<file path="src/logic/ior_defs.svh">
`ifndef IOR_DEFS_SVH
`define IOR_DEFS_SVH

// ----------------------------------------
// opcode fields
// ----------------------------------------
`define IOR_LIT_OPCODE    8'h09
`define IOR_FILE_PREFIX   6'h04
`define IOR_PREFIX_MSB    15
`define IOR_PREFIX_LSB    10
`define IOR_DEST_BIT      9
`define IOR_ACC_BIT       8
`define IOR_INDEX_LIMIT   8'h5F
`define IOR_ACC_LOW_LIMIT 8'h5F
`define IOR_ACC_HIGH_BANK 4'hF

// ----------------------------------------
// reset values
// ----------------------------------------
`define IOR_WREG_RESET    8'h00
`define IOR_PHASE_RESET   4'h1

`endif

</file>
<file path="src/logic/ior_pkg.sv">
package ior_pkg;

    typedef enum logic [3:0] {
        IOR_Q1 = 4'h1,
        IOR_Q2 = 4'h2,
        IOR_Q3 = 4'h4,
        IOR_Q4 = 4'h8
    } ior_phase_t;

    typedef struct packed {
        logic        is_lit;
        logic        is_file;
        logic        dest_file;
        logic        bank_acc;
        logic [7:0]  field;
    } ior_dec_t;

    typedef struct packed {
        logic        valid;
        logic [11:0] addr;
        logic [7:0]  data;
    } ior_mem_wr_t;

    typedef struct packed {
        logic        n;
        logic        z;
    } ior_flags_t;

endpackage

</file>
<file path="src/logic/ior_unit.sv">
`timescale 1ns/1ps
`include "ior_defs.svh"

module ior_unit
    import ior_pkg::*;
(
    input  wire logic              i_sys_clk,
    input  wire logic              i_reset_n,
    input  wire logic              i_instr_valid,
    input  wire logic [15:0]       i_instr,
    input  wire logic [3:0]        i_bank_select_register,
    input  wire logic              i_ext_set_en,
    input  wire logic [11:0]       i_index_base,
    input  wire logic [7:0]        i_mem_rdata,
    output logic                   o_busy,
    output logic                   o_done,
    output logic [11:0]            o_mem_raddr,
    output logic                   o_mem_rd,
    output ior_mem_wr_t            o_mem_wr,
    output logic [7:0]             o_wreg,
    output ior_flags_t             o_flags
);

    // ----------------------------------------
    // state
    // ----------------------------------------
    typedef struct packed {
        ior_phase_t  phase;
        logic        active;
        ior_dec_t    dec;
        logic [11:0] addr;
        logic [7:0]  operand;
        logic [7:0]  result;
        logic [7:0]  wreg;
        ior_flags_t  flags;
        logic        done;
        ior_mem_wr_t wr;
    } ior_state_t;

    ior_state_t state_q;
    ior_state_t state_d;
    ior_dec_t   dec_now;

    ior_decode u_decode (
        .i_instr (i_instr),
        .o_dec   (dec_now)
    );

    // address forming is used for read and write; kept in one place
    function automatic logic [11:0] form_addr(input ior_dec_t d, input logic [3:0] bank,
                                              input logic ext, input logic [11:0] base);
        logic [11:0] a;
        a = '0;
        if (d.bank_acc) begin
            a = {bank, d.field};
        end else if (ext && d.field <= `IOR_INDEX_LIMIT) begin
            a = base + {4'h0, d.field};
        end else if (d.field <= `IOR_ACC_LOW_LIMIT) begin
            a = {4'h0, d.field};
        end else begin
            a = {`IOR_ACC_HIGH_BANK, d.field};
        end
        return a;
    endfunction

    // ----------------------------------------
    // four-phase sequencer
    // ----------------------------------------
    always_comb begin
        state_d      = state_q;
        state_d.done = 1'b0;
        state_d.wr   = '0;
        case (state_q.phase)
            IOR_Q1: begin
                // decode; only accepted instructions start a cycle
                if (i_instr_valid && (dec_now.is_lit || dec_now.is_file)) begin
                    state_d.active = 1'b1;
                    state_d.dec    = dec_now;
                    state_d.addr   = form_addr(dec_now, i_bank_select_register,
                                               i_ext_set_en, i_index_base);
                    state_d.phase  = IOR_Q2;
                end
            end
            IOR_Q2: begin
                // read literal or register
                state_d.operand = state_q.dec.is_lit ? state_q.dec.field
                                                     : i_mem_rdata;
                state_d.phase   = IOR_Q3;
            end
            IOR_Q3: begin
                state_d.result  = state_q.wreg | state_q.operand;
                state_d.phase   = IOR_Q4;
            end
            IOR_Q4: begin
                state_d.flags.n = state_q.result[7];
                state_d.flags.z = (state_q.result == 8'h00);
                if (state_q.dec.is_file && state_q.dec.dest_file) begin
                    state_d.wr.valid = 1'b1;
                    state_d.wr.addr  = state_q.addr;
                    state_d.wr.data  = state_q.result;
                end else begin
                    state_d.wreg = state_q.result;
                end
                state_d.done   = 1'b1;
                state_d.active = 1'b0;
                state_d.phase  = IOR_Q1;
            end
            default: begin
                state_d.phase  = IOR_Q1;
                state_d.active = 1'b0;
            end
        endcase
    end

    always_ff @(posedge i_sys_clk or negedge i_reset_n) begin
        if (!i_reset_n) begin
            state_q       <= '0;
            state_q.phase <= IOR_Q1;
            state_q.wreg  <= `IOR_WREG_RESET;
        end else begin
            state_q <= state_d;
        end
    end

    assign o_busy      = state_q.active;
    assign o_done      = state_q.done;
    assign o_mem_raddr = state_q.addr;
    assign o_mem_rd    = (state_q.phase == IOR_Q2) && state_q.dec.is_file;
    assign o_mem_wr    = state_q.wr;
    assign o_wreg      = state_q.wreg;
    assign o_flags     = state_q.flags;

    // ----------------------------------------
    // checks
    // ----------------------------------------
    lit_result_a: assert property (@(posedge i_sys_clk) disable iff (!i_reset_n)
        (state_q.phase == IOR_Q4 && state_q.dec.is_lit)
        |=> (o_wreg == ($past(state_q.wreg) | $past(state_q.dec.field))))
        else $error("literal or result wrong");

    lit_cycle_a: assert property (@(posedge i_sys_clk) disable iff (!i_reset_n)
        (state_q.phase == IOR_Q1 && i_instr_valid && i_instr[15:8] == 8'h09)
        |-> ##4 o_done)
        else $error("literal op not done in four phases");

    file_dest_a: assert property (@(posedge i_sys_clk) disable iff (!i_reset_n)
        (state_q.phase == IOR_Q4 && state_q.dec.is_file)
        |=> (o_mem_wr.valid == $past(state_q.dec.dest_file)))
        else $error("file op destination wrong");

    file_flags_a: assert property (@(posedge i_sys_clk) disable iff (!i_reset_n)
        o_done |-> (o_flags.z == ($past(state_q.result) == 8'h00))
                   && (o_flags.n == $past(state_q.result[7])))
        else $error("flags wrong");

    // covers every unbanked access that is not indexed, with the extended set on or off
    access_bank_a: assert property (@(posedge i_sys_clk) disable iff (!i_reset_n)
        (state_q.phase == IOR_Q2 && !state_q.dec.bank_acc
         && !($past(i_ext_set_en) && state_q.dec.field <= `IOR_INDEX_LIMIT))
        |-> (o_mem_raddr == ((state_q.dec.field <= `IOR_ACC_LOW_LIMIT)
                             ? {4'h0, state_q.dec.field}
                             : {`IOR_ACC_HIGH_BANK, state_q.dec.field})))
        else $error("access bank address wrong");

    indexed_addr_a: assert property (@(posedge i_sys_clk) disable iff (!i_reset_n)
        (state_q.phase == IOR_Q1 && i_instr_valid && dec_now.is_file && !dec_now.bank_acc
         && i_ext_set_en && i_instr[7:0] <= 8'h5F)
        |=> (o_mem_raddr == $past(i_index_base) + {4'h0, $past(i_instr[7:0])}))
        else $error("indexed address wrong");

    phase_order_a: assert property (@(posedge i_sys_clk) disable iff (!i_reset_n)
        (state_q.phase == IOR_Q2) |=> (state_q.phase == IOR_Q3) ##1 (state_q.phase == IOR_Q4)
        ##1 (state_q.phase == IOR_Q1 && o_done))
        else $error("phase order wrong");

    banked_addr_a: assert property (@(posedge i_sys_clk) disable iff (!i_reset_n)
        (state_q.phase == IOR_Q1 && i_instr_valid && dec_now.is_file && dec_now.bank_acc)
        |=> (o_mem_raddr == {$past(i_bank_select_register), $past(i_instr[7:0])}))
        else $error("banked address wrong");

    busy_idle_a: assert property (@(posedge i_sys_clk) disable iff (!i_reset_n)
        (state_q.phase == IOR_Q1)
        |-> !o_busy)
        else $error("busy while waiting for decode");

    lit_no_read_a: assert property (@(posedge i_sys_clk) disable iff (!i_reset_n)
        (state_q.phase == IOR_Q2 && state_q.dec.is_lit)
        |-> !o_mem_rd)
        else $error("literal op read data memory");

    lit_no_write_a: assert property (@(posedge i_sys_clk) disable iff (!i_reset_n)
        (state_q.phase == IOR_Q4 && state_q.dec.is_lit)
        |=> !o_mem_wr.valid)
        else $error("literal op wrote data memory");

    file_accum_a: assert property (@(posedge i_sys_clk) disable iff (!i_reset_n)
        (state_q.phase == IOR_Q4 && state_q.dec.is_file && !state_q.dec.dest_file)
        |=> (o_wreg == $past(state_q.result)) && !o_mem_wr.valid)
        else $error("file op accumulator result wrong");

    done_pulse_a: assert property (@(posedge i_sys_clk) disable iff (!i_reset_n)
        o_done
        |=> !o_done)
        else $error("retire pulse longer than one cycle");

    file_operand_a: assert property (@(posedge i_sys_clk) disable iff (!i_reset_n)
        (state_q.phase == IOR_Q2 && state_q.dec.is_file)
        |=> (state_q.operand == $past(i_mem_rdata)))
        else $error("register operand not taken in read phase");

    // the accumulator may only move in the write phase, never mid-instruction
    wreg_hold_a: assert property (@(posedge i_sys_clk) disable iff (!i_reset_n)
        (state_q.phase != IOR_Q4)
        |=> $stable(o_wreg))
        else $error("accumulator changed outside write phase");

    ignore_foreign_a: assert property (@(posedge i_sys_clk) disable iff (!i_reset_n)
        (state_q.phase == IOR_Q1 && !(i_instr_valid && (dec_now.is_lit || dec_now.is_file)))
        |=> (state_q.phase == IOR_Q1 && !o_busy))
        else $error("foreign opcode started a cycle");

endmodule // ior_unit

</file>
<file path="src/logic/ior_decode.sv">
`timescale 1ns/1ps
`include "ior_defs.svh"

module ior_decode
    import ior_pkg::*;
(
    input  wire logic [15:0] i_instr,
    output ior_dec_t         o_dec
);

    always_comb begin
        o_dec           = '0;
        o_dec.is_lit    = (i_instr[15:8] == `IOR_LIT_OPCODE);
        o_dec.is_file   = (i_instr[`IOR_PREFIX_MSB:`IOR_PREFIX_LSB] == `IOR_FILE_PREFIX);
        o_dec.dest_file = i_instr[`IOR_DEST_BIT];
        o_dec.bank_acc  = i_instr[`IOR_ACC_BIT];
        o_dec.field     = i_instr[7:0];
    end

endmodule // ior_decode

</file>
<file path="config.mk">
export PLATFORM = sky130hd
export DESIGN_NAME = ior_unit
export DESIGN_NICKNAME = d
export VERILOG_FILES = /design/src/logic/ior_pkg.sv /design/src/logic/ior_unit.sv /design/src/logic/ior_decode.sv
export VERILOG_INCLUDE_DIRS = /design/src /design/src/logic
export SDC_FILE = /design/constraint.sdc
export NUM_CORES = 1
export LEC_CHECK = 0
export ABC_AREA = 1
export BUFFER_PORTS_ARGS = -buffer_cell sky130_fd_sc_hd__clkbuf_2
export CAP_MARGIN = 25
export CORE_ASPECT_RATIO = 1.1
export CORE_UTILIZATION = 49
export CTS_CLUSTER_SIZE = 8
export DETAILED_ROUTE_END_ITERATION = 12
export PLACE_DENSITY = 0.76
export SLEW_MARGIN = 20
export SYNTH_ARGS = -nofsm -noshare
export SYNTH_HDL_FRONTEND = slang
export SYNTH_SLANG_ARGS = --single-unit
</file>
<file path="constraint.sdc">
create_clock -name i_sys_clk -period 1.65 [get_ports i_sys_clk]
set_clock_uncertainty 0.15 [all_clocks]
set_input_delay 0 -clock i_sys_clk [delete_from_list [all_inputs] [get_ports i_sys_clk]]
set_output_delay 0 -clock i_sys_clk [all_outputs]
set_load 0.005 [all_outputs]
</file>
==> flow_summary.toml <==
[yosys]
synth_fa_ha_area_share_pct = 3.05
ys_types = 35
synth_edf_count = 0
synthArstFlopShare_pct = 100
synth_compound_area_share_pct = 10.2
synth_area_um2 = 3940
synth_cells = 479
synth_top_family_by_area = "simple AND/OR/NAND/NOR gates"
ys_ff_latch = 76
synthSimpleGateAreaFrac_pct = 21.1
synth.area.mux_share_pct = 0
synthesis.nets = 532
synthFlopType = "dfrtp_1"
syn_avg_cell_area_um2 = 8.22
synth_seq_area_share_pct = 48.3
synth_xor_xnor_area_share_pct = 0.889
ys_warn_count = 0

[clocking]
clk_latency_ns = 0.36
cts_sinks = 76
cts_buffer_depth = 2
cts_tree = "yes"
cts_root_buf = "clkbuf_8"
clk_pin_slew_worst_paths_ns = 0.08
cts_buffers = 9
htree_num_levels = 3

[power]
clock_power_share_pct = 33.1
pwr-share-comb_pct = 18.5
vdd_drop_max_mv = 0.479
swShare_pct = 29.6
leakage_nw = 2.60
p_seq_share_pct = 48.4
p_per_area_nw_per_um2 = 891
switchingPower_w = 0.00131
total_power_w = 0.00444
p_int_w = 0.00312

[worst_setup_path]
critPathBufInv = 4
critPathTopFamily = "simple AND/OR/NAND/NOR gates"
end_kind = "flip-flop"
required_ns = 1.78
r2r-end = "o_mem_wr[16]"
cp.depth = 8
cp-start-kind = "flip-flop"
rr_worst_depth = 8
reg2reg_from = "state_q[74]"
cpPeakStageDelay_ns = 0.41
cp.arrival_ns = 1.75
cp_slowest_cell = "dfrtp_1"
crit_chain = "nor2_2 -> inv_2 -> nor3_4 -> inv_2 -> nor2_2 -> inv_1 -> buf_4 -> nor2_1"
crit_fanout = 12
worst-setup-path-type = "reg2reg"
rrSetupSlack_ns = 0.03

[global_route]
grt_max_degree = 31
first_global_vias = 3249
grt_usage_pct = 24.1
grt_pass1_wl_um = 15100
grt_antenna_before_repair = 0
grt_remaining_overflow = 0

[worst_hold_path]
holdCritStartpoint = "i_instr[7]"
holdPathEnd = "o_mem_raddr[7]"
hold_class = "in2reg"
holdPathStages = 5

[drt]
route.detailed.drc = 0
ant_nets = 0
firstDrtPassIters = 5
drt-wirelength-per-cell_um = 13.5
wl_um = 9390
initialDrtViolationCount = 109
avgViaCountPerCell = 4.94
vias = 3426

[floorplanning]
die_x_um = 87.5
num_rows = 33
initial_core_util_pct = 51.6
die-area_um2 = 8400
io-pin-count = 90
fp.dieH_um = 96.0
coreArea_um2 = 7640

[outcome]
status = "complete, no violations"

[timing]
timing.setup.tns_ns = 0
final.period_utilization_pct = 98.2
hold_ws_ns = 0.00499
finalMaxSlewViolations = 0
slew-limit-headroom_pct = 71.2
hold_viol = 0
clock.fmax_ghz = 0.617
tightest_slew_ns = 0.428
fin_crit_ns = 1.62
setup_viol = 0

[layout]
drive_gt1_share_pct = 26.7
syn_to_final_growth_pct = 26.4
n_antenna_cell = 0
post-route-util_pct = 65.2
layout.nets = 636

[placement]
port_buffers = 89
gp_congestion = 0.875
dp_hpwl_um = 6490

[flow_run]
max_cap_viol_count = 0
==> cells in the final DEF, fill, tap and decap left out, types with 2 or more instances in the layout <==
master         netlist  routed
clkbuf_8             0       9
a21o_1               2       2
ha_4                 0       3
nand4_1              7       7
nand2_1            114     111
ha_1                 8       5
inv_6                0       2
nor2_2               0       6
nand3_1             21      20
a21oi_1              3       3
dfrtp_1             75      75
nor2_1              43      36
inv_1               59      57
o21ai_0             45      45
nor3_4               1       2
xor2_1               3       3
nor3_2               3       2
nor3_1               2       2
buf_6                2       2
dlygate4sd3_1        0      40
clkinv_4             1       3
a21boi_1             3       4
buf_4               43      17
clkbuf_2             0      88
inv_2                6       7
nand2_2              2       5
o21ai_1             13      13
==> tightest hold or removal path, cell delays in order <==
cell	delay, ns
clkbuf_2	0.14
ha_4	0.17
xnor2_1	0.07
nand3_1	0.06
nand2_1	0.05
==> layer usage <==
| layer | part of all wire, % | track usage (%) | up-vias |
|---|---|---|---|
| met3 | 5.4 | 4.72 | 15 |
| li1 | - | - | 1673 |
| met5 | 0 | 0 | - |
| met2 | 51 | 41.9 | 115 |
| met4 | 1.6 | 7.38 | 0 |
| met1 | 42 | 30.3 | 1623 |
==> per-stage QoR <==
stage	cell area [um2]	worst slack [ns]	instances
floorplan	3940	0.104	479
global placement	4250	-0.00220	632
detailed placement	4250	-0.0578	632
CTS	4880	0.0108	690
global route	4980	-0.0477	693
finish	4980	0.0298	693
==> cell families (layout without fill, tap and decap cells) <==
group	count (synthesis)	count (layout)
buf+inv	122	231
xor+xnor	4	4
simple gates	195	195
fa+ha+maj	9	9
compound gates	73	73
flops	76	76
==> synth_stat cells (all sizes together), types with 2 or more instances <==
library cell,n,area (um2)
a21boi,5,37.5
a21o,2,15.0
a21oi,4,23.8
buf,51,375
clkbuf,4,15.0
clkinv,2,12.5
dfrtp,75,1880
ha,8,100
inv,65,244
nand2,116,440
nand3,22,123
nand4,7,43.8
nor2,43,161
nor3,6,56.3
o211ai,2,20.0
o21ai,58,290
xor2,3,26.3
==> worst max path at each step <==
stage / from / to / slack [ns]
final: state_q[74] / o_mem_wr[16] / 0.03
after global routing: state_q[74] / o_wreg[7] / -0.05
after CTS: i_index_base[7] / o_mem_raddr[9] / 0.01
after detailed placement: i_instr[0] / o_mem_raddr[2] / -0.06
after global placement: i_instr[0] / o_mem_raddr[2] / -0.002
after floorplan: state_q[73] / o_mem_raddr[11] / 0.10
==> what timing repair did <==
item | in CTS | in global routing
setup endpoints to repair | 2 | 31
pin swaps | 1 | 5
hold buffers | 40 | 0
hold endpoints to repair | 109 | 0
resized for setup | 6 | 17
setup buffers | 2 | 3
==> power by group through the flow <==
stage / combinational (W) / sequential, W / clock (W)
after global routing: 0.000927 / 0.00217 / 0.00156
after global placement: 0.000682 / 0.00217 / 0
final: 0.000821 / 0.00215 / 0.00147
after detailed placement: 0.000703 / 0.00217 / 0
after CTS: 0.000782 / 0.00214 / 0.00149
after floorplan: 0.000495 / 0.00214 / 0
==> flip-flops by register name, summed over array words and instances, names as in the netlist <==
| register | cells |
|---|---|
| o_wreg | 8 |
| o_done | 1 |
| o_mem_raddr | 12 |
| o_mem_wr | 21 |
| state_q | 31 |
| o_busy | 1 |
| o_flags | 2 |
==> final cells by class <==
cell class	instances	area, um2
fill	630	2660
sequential	76	1900
multi-input combinational	281	1470
timing repair buffer	148	1010
inverter	67	259
tap	105	131
clock buffer	9	124
clock inverter	7	81.3
No activity file was read; power rests on OpenSTA's default activity.
